File: src/logic/ipe_pkg.sv
/*
  Constants for the insulation state PWM encoder: clock rate, carrier
  frequencies, duty figures in tenths of a percent, timing.
  Assumes a single 50 MHz system clock shared by every file of the block.
*/
// Summary of operation
// Normal carrier 10 Hz, undervoltage 20 Hz; duty carries insulation resistance.
// Duty 5 % at 50 Mohm and above, 50 % at 1200 kohm, 95 % at zero.
// Duty held in 5..95 %, encoded as inverse of receiver resistance formula.
// Alarm raised while resistance is below the response threshold.
// Quick start uses 30 Hz; good verdict sent as 5..10 % duty.
// Quick start bad verdict sent as 90..95 % duty.
// Device error 40 Hz, chassis return fault 50 Hz, duty 47.5..52.5 %.
// Earth wire and functional faults reported on separate status output.
// After power-on, quick start for two seconds, then pulse method.
// Self test never alters or interrupts the PWM or status outputs.
// Mode and duty changes take effect only at a PWM period boundary.
package ipe_pkg;

  localparam int unsigned CLK_HZ = 50_000_000;

  // Carrier frequencies in Hz
  localparam int unsigned FREQ_NORMAL_HZ = 10;
  localparam int unsigned FREQ_UNDERVOLT_HZ = 20;
  localparam int unsigned FREQ_QUICK_HZ = 30;
  localparam int unsigned FREQ_DEV_ERR_HZ = 40;
  localparam int unsigned FREQ_CHASSIS_HZ = 50;

  // Period lengths in clock cycles (a period is rounded down)
  localparam int unsigned PER_NORMAL = CLK_HZ / FREQ_NORMAL_HZ;
  localparam int unsigned PER_UNDERVOLT = CLK_HZ / FREQ_UNDERVOLT_HZ;
  localparam int unsigned PER_QUICK = CLK_HZ / FREQ_QUICK_HZ;
  localparam int unsigned PER_DEV_ERR = CLK_HZ / FREQ_DEV_ERR_HZ;
  localparam int unsigned PER_CHASSIS = CLK_HZ / FREQ_CHASSIS_HZ;

  // Quick start window after reset, in ms and in cycles
  localparam int unsigned QUICK_TIME_MS = 2000;
  localparam int unsigned QUICK_CYCLES = QUICK_TIME_MS * (CLK_HZ / 1000);

  // Duty figures in permille
  localparam logic [9:0] DUTY_MIN = 10'h032;
  localparam logic [9:0] DUTY_MAX = 10'h3B6;
  localparam logic [9:0] DUTY_GOOD = 10'h04B;
  localparam logic [9:0] DUTY_BAD = 10'h39D;
  localparam logic [9:0] DUTY_ERROR = 10'h1F4;
  localparam int unsigned DUTY_SCALE = 1000;

  // Duty formula: span 900 permille, reference resistance 1200 kohm
  localparam logic [9:0] DUTY_SPAN = 10'h384;
  localparam logic [16:0] REF_KOHM = 17'h004B0;

  localparam int CNT_W = 27;

  typedef enum logic [2:0] {
    IPE_NORMAL = 3'b000,
    IPE_UNDERVOLT = 3'b001,
    IPE_QUICK = 3'b010,
    IPE_DEV_ERR = 3'b011,
    IPE_CHASSIS = 3'b100
  } ipe_mode_t;

endpackage

File: src/logic/ipe_pwm_core.sv
/*
  Period counter and comparator producing one PWM output.
  Assumes period and high time are held stable by the caller and are
  sampled only when a period completes.
*/
`timescale 1ns/10ps
`default_nettype none

module ipe_pwm_core (
  // Clock and reset
  input wire logic ref_clk_i,
  input wire logic rst_i,
  // Shape of the next period
  input wire logic [ipe_pkg::CNT_W-1:0] period_i,
  input wire logic [ipe_pkg::CNT_W-1:0] high_i,
  // Output
  output logic pwm_o,
  output logic boundary_o
);

  logic [ipe_pkg::CNT_W-1:0] count;
  logic [ipe_pkg::CNT_W-1:0] cur_period;
  logic [ipe_pkg::CNT_W-1:0] cur_high;
  wire last_cycle = (count >= cur_period - 1'b1);
  wire [ipe_pkg::CNT_W-1:0] next_count = last_cycle ? '0 : count + 1'b1;
  wire next_pwm = last_cycle ? (high_i != '0) : (next_count < cur_high);

  // ==========================================================
  // Counter; the shape is reloaded only at the period end
  always_ff @(posedge ref_clk_i) begin
    if (rst_i) begin
      count <= '0;
      // One-cycle period, so the first real shape loads at once
      cur_period <= {{(ipe_pkg::CNT_W-1){1'b0}}, 1'b1};
      cur_high <= '0;
      pwm_o <= 1'b0;
      boundary_o <= 1'b0;
    end else begin
      count <= next_count;
      pwm_o <= next_pwm;
      boundary_o <= last_cycle;
      if (last_cycle) begin
        cur_period <= period_i;
        cur_high <= high_i;
      end
    end
  end

endmodule

`default_nettype wire

File: src/logic/ipe_encoder.sv
/*
  Insulation state PWM encoder: selects carrier and duty from the operating
  condition and insulation resistance, drives the measured value output,
  the fault status output and an insulation alarm.
  Assumes the measurement front end supplies resistance in kohm and fault
  flags from logic on the same clock.
*/
`timescale 1ns/10ps
`default_nettype none

module ipe_encoder #(
  parameter int unsigned QUICK_CYCLES = ipe_pkg::QUICK_CYCLES,
  parameter int unsigned PER_NORMAL = ipe_pkg::PER_NORMAL,
  parameter int unsigned PER_UNDERVOLT = ipe_pkg::PER_UNDERVOLT,
  parameter int unsigned PER_QUICK = ipe_pkg::PER_QUICK,
  parameter int unsigned PER_DEV_ERR = ipe_pkg::PER_DEV_ERR,
  parameter int unsigned PER_CHASSIS = ipe_pkg::PER_CHASSIS
) (
  // Clock and reset
  input wire logic ref_clk_i,
  input wire logic rst_i,
  // Measurement front end
  input wire logic [15:0] resistance_kohm_i,
  input wire logic [15:0] response_threshold_i,
  input wire logic undervoltage_i,
  input wire logic device_error_i,
  input wire logic chassis_return_fault_i,
  input wire logic earth_wire_fault_i,
  input wire logic self_test_i,
  // Outputs
  output logic measured_value_output_o,
  output logic fault_status_output_o,
  output logic insulation_alarm_o,
  output logic quick_start_measurement_o
);

  // ==========================================================
  // Start-up sequencing
  logic [ipe_pkg::CNT_W-1:0] quick_count;
  logic quick_phase;
  wire quick_done = (quick_count >= ipe_pkg::CNT_W'(QUICK_CYCLES - 1));

  always_ff @(posedge ref_clk_i) begin
    if (rst_i) begin
      quick_count <= '0;
      quick_phase <= 1'b1;
    end else if (quick_phase) begin
      quick_count <= quick_count + 1'b1;
      quick_phase <= !quick_done;
    end
  end

  // ==========================================================
  // Held measurement; frozen while the self test runs so the
  // outputs keep showing the last good reading
  logic [15:0] held_kohm;
  logic held_alarm;
  wire live_alarm = (resistance_kohm_i < response_threshold_i);

  always_ff @(posedge ref_clk_i) begin
    if (rst_i) begin
      held_kohm <= '0;
      held_alarm <= 1'b0;
    end else if (!self_test_i) begin
      held_kohm <= resistance_kohm_i;
      held_alarm <= live_alarm;
    end
  end

  // ==========================================================
  // Mode selection; errors override the measurement modes
  ipe_pkg::ipe_mode_t mode;
  assign mode = device_error_i ? ipe_pkg::IPE_DEV_ERR :
                chassis_return_fault_i ? ipe_pkg::IPE_CHASSIS :
                quick_phase ? ipe_pkg::IPE_QUICK :
                undervoltage_i ? ipe_pkg::IPE_UNDERVOLT :
                ipe_pkg::IPE_NORMAL;

  // ==========================================================
  // Resistance to duty: 50 + 900 * 1200 / (R + 1200) permille.
  // The divider is combinational; timing is relaxed since the
  // result is only taken once per period.
  wire [16:0] denom = {1'b0, held_kohm} + ipe_pkg::REF_KOHM;
  wire [20:0] numer = 21'(ipe_pkg::DUTY_SPAN) * 21'(ipe_pkg::REF_KOHM);
  wire [20:0] quot = numer / 21'(denom);
  wire [9:0] res_duty_raw = 10'(quot[9:0] + ipe_pkg::DUTY_MIN);
  // 50 Mohm and above is sent as the 5 % floor, read back as open
  localparam logic [15:0] OPEN_KOHM = 16'hC350;
  wire open_band = (held_kohm >= OPEN_KOHM);
  wire [9:0] res_duty = open_band ? ipe_pkg::DUTY_MIN :
                        (res_duty_raw > ipe_pkg::DUTY_MAX) ? ipe_pkg::DUTY_MAX :
                        (res_duty_raw < ipe_pkg::DUTY_MIN) ? ipe_pkg::DUTY_MIN :
                        res_duty_raw;

  logic [9:0] duty;
  logic [ipe_pkg::CNT_W-1:0] period;

  always_comb begin
    duty = res_duty;
    period = ipe_pkg::CNT_W'(PER_NORMAL);
    unique case (mode)
      ipe_pkg::IPE_NORMAL: begin
        duty = res_duty;
        period = ipe_pkg::CNT_W'(PER_NORMAL);
      end
      ipe_pkg::IPE_UNDERVOLT: begin
        duty = res_duty;
        period = ipe_pkg::CNT_W'(PER_UNDERVOLT);
      end
      ipe_pkg::IPE_QUICK: begin
        duty = held_alarm ? ipe_pkg::DUTY_BAD : ipe_pkg::DUTY_GOOD;
        period = ipe_pkg::CNT_W'(PER_QUICK);
      end
      ipe_pkg::IPE_DEV_ERR: begin
        duty = ipe_pkg::DUTY_ERROR;
        period = ipe_pkg::CNT_W'(PER_DEV_ERR);
      end
      ipe_pkg::IPE_CHASSIS: begin
        duty = ipe_pkg::DUTY_ERROR;
        period = ipe_pkg::CNT_W'(PER_CHASSIS);
      end
      default: begin
        duty = ipe_pkg::DUTY_ERROR;
        period = ipe_pkg::CNT_W'(PER_DEV_ERR);
      end
    endcase
  end

  wire [ipe_pkg::CNT_W+9:0] high_prod = (ipe_pkg::CNT_W+10)'(period) * (ipe_pkg::CNT_W+10)'(duty);
  wire [ipe_pkg::CNT_W-1:0] high = ipe_pkg::CNT_W'(high_prod / (ipe_pkg::CNT_W+10)'(ipe_pkg::DUTY_SCALE));

  // ==========================================================
  // PWM generation
  logic pwm;
  logic boundary;

  ipe_pwm_core u_core (
    .ref_clk_i(ref_clk_i),
    .rst_i(rst_i),
    .period_i(period),
    .high_i(high),
    .pwm_o(pwm),
    .boundary_o(boundary)
  );

  // ==========================================================
  // Outputs; status is high while healthy, and the quick start
  // flag follows the carrier at period ends only
  always_ff @(posedge ref_clk_i) begin
    if (rst_i) begin
      measured_value_output_o <= 1'b0;
      fault_status_output_o <= 1'b0;
      insulation_alarm_o <= 1'b0;
      quick_start_measurement_o <= 1'b1;
    end else begin
      measured_value_output_o <= pwm;
      fault_status_output_o <= !(earth_wire_fault_i || device_error_i ||
                                  chassis_return_fault_i || held_alarm);
      insulation_alarm_o <= held_alarm;
      if (boundary) begin
        quick_start_measurement_o <= quick_phase;
      end
    end
  end

endmodule

`default_nettype wire

File: config.mk
export PLATFORM = sky130hd
export DESIGN_NAME = ipe_encoder
export DESIGN_NICKNAME = d
export VERILOG_FILES = /design/src/logic/ipe_pkg.sv /design/src/logic/ipe_pwm_core.sv /design/src/logic/ipe_encoder.sv
export SDC_FILE = /design/constraint.sdc
export NUM_CORES = 1
export LEC_CHECK = 0
export BUFFER_PORTS_ARGS = -buffer_cell sky130_fd_sc_hd__buf_2
export CELL_PAD_IN_SITES_DETAIL_PLACEMENT = 0
export CELL_PAD_IN_SITES_GLOBAL_PLACEMENT = 1
export CORE_MARGIN = 4
export CORE_UTILIZATION = 45
export DETAILED_ROUTE_END_ITERATION = 8
export PLACE_DENSITY = 0.77
export SYNTH_ARGS = -nofsm -noshare
export SYNTH_HDL_FRONTEND = slang
export SYNTH_SLANG_ARGS = --single-unit
File: constraint.sdc
create_clock -name ref_clk_i -period 56.3 [get_ports ref_clk_i]
set_clock_uncertainty 0.2 [all_clocks]
set_input_delay 5.63 -clock ref_clk_i [delete_from_list [all_inputs] [get_ports ref_clk_i]]
set_output_delay 5.63 -clock ref_clk_i [all_outputs]
set_load 0.1 [all_outputs]
-- Word level (Yosys, flattened, before mapping)
Cells that the tools add are included.
- div/mod/pow operators: 2
- add/sub/neg operators: 5
- equal/unequal tests: 3
- reductions and logical operators: 8
- $lt $le $gt $ge: 7
- multiply operators: 1
- multiplexer cells: 13
- operator list (operator ; count):
    $pmux W23 S4 ; 1
    $add A27 B1 Y27 const B ; 2
    $mux W10 ; 4
    $div A37 B10 Y37 const B ; 1
    $mul A27 B10 Y37 ; 1
    $ge A27 B27 Y1 ; 1
    $ge A27 B27 Y1 const B ; 1
    $lt A27 B27 Y1 ; 1
    $mux W27 ; 1
    $reduce_bool A27 Y1 ; 1
    $sub A27 B1 Y27 const B ; 1
    $div A21 B17 Y21 const A ; 1
    $pmux W10 S2 ; 1
    $add A16 B11 Y17 const B ; 1
    $ge A16 B16 Y1 const B ; 1
    $lt A16 B16 Y1 ; 1
    $add A10 B6 Y10 const B ; 1
    $gt A10 B10 Y1 const B ; 1
    $lt A10 B6 Y1 const B ; 1
    $mux W3 ; 2
    $eq A3 B1 Y1 const B ; 1
    $eq A3 B2 Y1 const B ; 1
    $eq A3 B3 Y1 const B ; 1
    $logic_not A3 Y1 ; 1
    other kinds (5) ; 10
- flip-flop bits (word level): 132
- output and inout port bits: 4
- word-level logic and storage cells: 52
- input bits: 39

-- Logic depth before layout (Yosys ltp)
- depth in word-level cells: 12
- gate-level depth with buffers: 331
- gate-level depth less buffers: 296

-- Hierarchy
A second synthesis with hierarchy kept.
- cell total of the unflattened synthesis: 3943
- area total of the unflattened synthesis: 29691.0 um2
- modules (own cells, without submodules) (module ; cells each ; area an instance (um2) ; sequential area each (um2) ; instances):
    ipe_encoder ; 3299 ; 24616.1 ; 980.9 ; 1
    ipe_pwm_core ; 644 ; 5074.9 ; 1661.6 ; 1

-- Worst setup path after synthesis
No wires, ideal clock.
- path type: register -> register
- start: reg held_kohm[4]
- end: reg u_core.pwm_o
- clock period less this slack: 58.027 ns
- setup time: 0.129 ns
- cell stages (with the launch flop): 314
- setup slack: -1.727 ns
- buffers on the path: 26
- data arrival time: 57.698 ns
- required time: 55.971 ns
- cell sequence: dfxtp_1 -> inv_1 -> ha_1 -> nor2b_1 -> o211ai_1 -> nand2b_1 -> nand4_1 -> xor2_1 -> and3_1 -> and3_1 -> nand2_1 -> nor3_1 -> nand2_1 -> ha_1 -> nor2b_1 -> o21ai_0 -> nand2b_1 -> a21o_1 -> [... 278 more ...] -> xor2_1 -> or4_4 -> a31o_1 -> a211o_1 -> a2111oi_2 -> o211a_1 -> o31ai_1 -> or2_0 -> buf_2 -> o2111a_1 -> o41ai_2 -> or3_1 -> or4b_4 -> a211oi_4 -> or3_1 -> a21oi_1 -> o221ai_1 -> o21ai_1
- cells in the longest elaborated chain, start to end: 12
- elaborated cells between the ends (all ways): 14
- classes of those cells: add/sub (2); mul (1); div (2); order compare (3); mux (5); reduce/logical (1)
- RTL lines (what ; line ; RTL):
    start: declaration ; ipe_encoder.sv:56 ; logic [15:0] held_kohm;
    start signal: assignment ; ipe_encoder.sv:65 ; held_kohm <= resistance_kohm_i;
    $add A16 B11 Y17 ; ipe_encoder.sv:83 ; wire [16:0] denom = {1'b0, held_kohm} + ipe_pkg::REF_KOHM;
    $div A21 B17 Y21 ; ipe_encoder.sv:85 ; wire [20:0] quot = numer / 21'(denom);
    $add A10 B6 Y10 ; ipe_encoder.sv:86 ; wire [9:0] res_duty_raw = 10'(quot[9:0] + ipe_pkg::DUTY_MIN);
    $lt A10 B6 Y1 ; ipe_encoder.sv:92 ; (res_duty_raw < ipe_pkg::DUTY_MIN) ? ipe_pkg::DUTY_MIN :
    $mux W10 ; ipe_encoder.sv:92 ;
    $mux W10 ; ipe_encoder.sv:91 ; (res_duty_raw > ipe_pkg::DUTY_MAX) ? ipe_pkg::DUTY_MAX :
    $mux W10 (*) ; ipe_encoder.sv:90 ; wire [9:0] res_duty = open_band ? ipe_pkg::DUTY_MIN :
    $pmux W10 S2 (*) ; ipe_encoder.sv:101 ; unique case (mode)
    $mul A27 B10 Y37 (*) ; ipe_encoder.sv:129 ; wire [ipe_pkg::CNT_W+9:0] high_prod = (ipe_pkg::CNT_W+10)'(period) * (ipe_pkg::CNT_W+10)'(duty);
    $div A37 B10 Y37 (*) ; ipe_encoder.sv:130 ; wire [ipe_pkg::CNT_W-1:0] high = ipe_pkg::CNT_W'(high_prod / (ipe_pkg::CNT_W+10)'(ipe_pkg::DUTY_SCALE));
    $reduce_bool A27 Y1 (*) ; ipe_pwm_core.sv:26 ; wire next_pwm = last_cycle ? (high_i != '0) : (next_count < cur_high);
    $mux W1 (*) ; ipe_pwm_core.sv:26 ;
    end signal: assignment ; ipe_pwm_core.sv:40 ; pwm_o <= next_pwm;
    end: declaration ; ipe_pwm_core.sv:17 ; output logic pwm_o,
Every way passes the cells marked *; elsewhere a longest branch is shown, timed or not.
A chain may end at the register's enable or synchronous reset.

-- Final worst setup path
- start: reg held_kohm[4]
- end: reg u_core.cur_high[0] in the netlist's numbering
- cells in the longest elaborated chain, start to end: 10
- elaborated cells between the ends (all ways): 12
- classes of those cells: add/sub (2); mul (1); div (2); order compare (3); mux (4)
- RTL lines (what ; line ; RTL):
    $add A16 B11 Y17 ; ipe_encoder.sv:83 ;
    $div A21 B17 Y21 ; ipe_encoder.sv:85 ;
    $add A10 B6 Y10 ; ipe_encoder.sv:86 ;
    $lt A10 B6 Y1 ; ipe_encoder.sv:92 ;
    $mux W10 ; ipe_encoder.sv:92 ;
    $mux W10 ; ipe_encoder.sv:91 ;
    $mux W10 (*) ; ipe_encoder.sv:90 ;
    $pmux W10 S2 (*) ; ipe_encoder.sv:101 ;
    $mul A27 B10 Y37 (*) ; ipe_encoder.sv:129 ;
    $div A37 B10 Y37 (*) ; ipe_encoder.sv:130 ;
    end signal: assignment ; ipe_pwm_core.sv:44 ; cur_high <= high_i;
    end: declaration ; ipe_pwm_core.sv:23 ; logic [ipe_pkg::CNT_W-1:0] cur_high;
Marked as above.

==> run_results.csv <==
group,metric,value,unit
clock_network,clock_sink_count,119,
synth,post_synth.cell_area_avg,7.414,µm²
clock_network,cts.root.buffer_cell,"sky130_fd_sc_hd__clkbuf_16",
setup_path,arrival_time_worst_endpoint,53.89,ns
grt,grt_start_max_net_pins,70,
route,drt-wirelength-per-cell,18.79,µm
route,route.final.wire_length,97430,µm
clock_network,ctsHtreeMaxLevel,4,
route,firstDrtPassIters,6,
synth,synth-warning-count,0,
job,timing.max_cap.violations,0,
synth,number_of_flops_mapped_to_enable_cells_by_yosys,0,
setup_path,launching_element_type_of_the_critical_path,"register",
synth,yosys-mux-area-fraction,4.365,%
clock_network,clkTransAtPathRegs,0.06,ns
synth,fraction_of_synthesized_cell_area_in_xor_and_xnor_cells,7.496,%
floorplanning,chipWidth,264.5,µm
clock_network,clock_tree_from_tritoncts,"built",
setup_path,worst-path-buf-inv,23,
sta,max_clock_freq,0.01862,GHz
setup_path,critPathMaxStageDelay,0.61,ns
route,antenna_left,0,
worst_hold_path,worst_hold_check_path_type,"register to register",
synth,synth_compound_gate_area_share,28.04,%
floorplanning,die_h,264.5,µm
outcome,run_status,"complete, no violations",
synth,synthDistinctLibCells,132,
synth,yosys.area_share.adder,23.32,%
synth,main_combinational_cell_family_by_area_after_synthesis,"compound AO/OA/AOI/OAI gates",
sta,timing.final.crit_period,53.70,ns
finish,final_layout_size_suffix_gt1_share,22.08,%
route,detailroute.via_count,30670,
synth,simple_gate_share_of_the_synthesized_area,22.71,%
sta,layout_worst_path_cycle_share,95.39,%
place,finalWeightedCongestion,0.9472,
sta,max_slew.worst_pin.slew,1.115,ns
synth,synthesis.area,29610,µm²
grt,grt_pass1_vias,28230,
route,drc,0,
synth,postSynth.asyncResetShare,0,%
sta,final-hold-violation-count,0,
place,placement.cell_area,32260,µm²
clock_network,cts_max_path_buffers,2,
setup_path,crit_fanout,21,
place,io_buffers,42,
setup_path,family_with_the_most_delay_on_the_worst_path,"compound AO/OA/AOI/OAI gates",
synth,netlist.top_cell.by_area,"sky130_fd_sc_hd__ha_1",
sta,report.final.setup_viol,0,
floorplanning,placementRows,93,
grt,grt_pass1_wl,152100,µm
route,detail_route.vias_per_cell,5.915,
floorplanning,initial_core_util,45.69,%
finish,finish.net_count,4819,
synth,synthesis.instances,3994,
synth,synth_flop_cell,"sky130_fd_sc_hd__dfxtp_1",
setup_path,path_class,"register to register",
floorplanning,floorplan.die_area,69970,µm²
route,drt_first_iter_violations,2338,
grt,antenna_found_initial,0,
grt,globalRouteTotalUtil,26.07,%
floorplanning,design.core.area,64810,µm²
finish,num-fill-cells,6192,
floorplanning,io_pins,43,
synth,synth_top_cell_area_share,13.65,%
setup_path,crit_path_top_delay_cell,"sky130_fd_sc_hd__or4_4",
setup_path,critical_path.endpoint_type,"register",
setup_path,cp_common_cell,"sky130_fd_sc_hd__a21o_1",
sta,worst_case_headroom_to_the_max_slew_limit,25.44,%
clock_network,cts_buffers,17,
synth,seq_area_frac_synth,8.045,%
finish,fin_area,36210,µm²
place,dp_hpwl,75060,µm
synth,synth-seq-cells,119,
clock_network,insertion_delay,0.48,ns
grt,global_route.overflow_total,0,
finish,total_inserted_antenna_cells,0,
setup_path,crit_required,56.49,ns
finish,area_growth,22.27,%
sta,timing_max_transition_violations_final,0,
synth,post_synth_main_area_contributors,"sky130_fd_sc_hd__ha_1 (14%), sky130_fd_sc_hd__fa_1 (9.5%), sky130_fd_sc_hd__dfxtp_1 (8.0%), sky130_fd_sc_hd__nor2_1 (5.4%), sky130_fd_sc_hd__xnor2_1 (4.7%)",
## worst min-delay path: stages (launching register included)
cell,delay [ns]
sky130_fd_sc_hd__dfxtp_1,0.31
sky130_fd_sc_hd__nand2_1,0.05
sky130_fd_sc_hd__a21oi_1,0.05
## Yosys cell counts, types with 24 or more instances
| library cell | count |
|---|---|
| sky130_fd_sc_hd__nor2_1 | 425 |
| sky130_fd_sc_hd__nand2_1 | 330 |
| sky130_fd_sc_hd__ha_1 | 323 |
| sky130_fd_sc_hd__inv_1 | 310 |
| sky130_fd_sc_hd__a21oi_1 | 278 |
| sky130_fd_sc_hd__o21ai_0 | 207 |
| sky130_fd_sc_hd__xnor2_1 | 159 |
| sky130_fd_sc_hd__a21o_1 | 141 |
| sky130_fd_sc_hd__fa_1 | 140 |
| sky130_fd_sc_hd__nor3_1 | 121 |
| sky130_fd_sc_hd__dfxtp_1 | 119 |
| sky130_fd_sc_hd__nand3_1 | 109 |
| sky130_fd_sc_hd__clkbuf_1 | 95 |
| sky130_fd_sc_hd__xor2_1 | 87 |
| sky130_fd_sc_hd__nand2b_1 | 78 |
| sky130_fd_sc_hd__a211oi_1 | 65 |
| sky130_fd_sc_hd__mux2_2 | 59 |
| sky130_fd_sc_hd__nand4_1 | 59 |
| sky130_fd_sc_hd__o21a_1 | 52 |
| sky130_fd_sc_hd__mux2i_1 | 50 |
| sky130_fd_sc_hd__and2_1 | 43 |
| sky130_fd_sc_hd__o31ai_1 | 42 |
| sky130_fd_sc_hd__nor2b_1 | 41 |
| sky130_fd_sc_hd__and3_1 | 39 |
| sky130_fd_sc_hd__a31oi_1 | 38 |
| sky130_fd_sc_hd__o211ai_1 | 36 |
| sky130_fd_sc_hd__or3_1 | 35 |
| sky130_fd_sc_hd__nor4_1 | 27 |
| sky130_fd_sc_hd__o21ai_1 | 24 |
| sky130_fd_sc_hd__or2_2 | 24 |
## flip-flops by register name (all words and copies together) (netlist names)
register,flops
u_core.boundary_o,1
held_alarm,1
insulation_alarm_o,1
u_core.cur_period,15
quick_phase,1
u_core.pwm_o,1
held_kohm,16
quick_count,27
measured_value_output_o,1
u_core.cur_high,26
u_core.count,27
fault_status_output_o,1
quick_start_measurement_o,1
## stage by stage
step | hold slack [ns] | util [%] | cells | worst slack [ns] | TNS (ns)
after floorplan | 0.2138 | - | 4011 | 0.02402 | 0
after global placement | 0.2416 | 49.77 | 5003 | -0.7584 | -2.103
after detailed placement | 0.2524 | 49.77 | 5003 | -1.208 | -3.836
after CTS | 0.2594 | 51.81 | 5065 | 0.01176 | 0
after global routing | 0.2807 | 55.86 | 5185 | -0.5628 | -1.656
final | 0.2583 | 55.86 | 5185 | 2.597 | 0
## cells by family after synthesis
| family | after synthesis |
|---|---|
| simple gates | 1399 |
| compound gates | 1187 |
| fa+ha+maj | 469 |
| buf+inv | 450 |
| xor+xnor | 250 |
| flops | 119 |
| mux | 118 |
| other cells | 2 |
## metal layers
layer / GRT usage (%) / up-vias / share of wire, %
li1: - / 15120 / -
met1: 37.97 / 14590 / 47
met2: 41.82 / 856 / 45
met3: 2.877 / 107 / 6.0
met4: 5.311 / 0 / 1.7
met5: 0 / - / 0
## cell type report
| cell class | count | area [µm²] | area share, % |
|---|---|---|---|
| clock buffer | 18 | 439.2 | 1.213 |
| tap | 855 | 1070 | 2.955 |
| inverter | 311 | 1167 | 3.224 |
| sequential | 119 | 2385 | 6.587 |
| timing repair buffer | 425 | 3252 | 8.982 |
| clock inverter | 14 | 156.4 | 0.4320 |
| multi-input combinational | 3443 | 27740 | 76.61 |
## final timing paths
path	startpoint	to	slack [ns]	depth (start not counted)
max	held_kohm[4]	u_core.cur_high[0]	2.60	299
min	u_core.cur_high[7]	u_core.cur_high[7]	0.26	2
max reg2reg	held_kohm[4]	u_core.cur_high[0]	2.60	299
min reg2reg	u_core.cur_high[7]	u_core.cur_high[7]	0.26	2
## cell usage in the layout, fill, tap and decap left out, drive strengths merged, types with 46 or more instances in the layout
master  Yosys  layout
nand4      60      60
nand2     332     332
a21oi     283     284
fa        140     140
xnor2     162     162
and2       46      46
a31oi      46      46
a21o      142     142
xor2       88      88
a211oi     73      73
dfxtp     119     119
nor3      124     124
mux2i      54      54
buf        44     421
mux2       64      64
ha        323     323
nor2      429     429
o21ai     239     239
nand3     111     111
o21a       52      52
nand2b     78      78
inv       310     318
## repair_timing
| action | in CTS | in global routing |
|---|---|---|
| hold buffers | 0 | 0 |
| resized for setup | 99 | 384 |
| pin swaps | 33 | 210 |
| endpoints found under the setup margin | 4 | 10 |
| gates cloned | 0 | 5 |
| setup buffers | 30 | 115 |
Power is left out: the tool's default activity adds up to more than one toggle a clock period on the data nets, which glitch-free logic cannot reach.
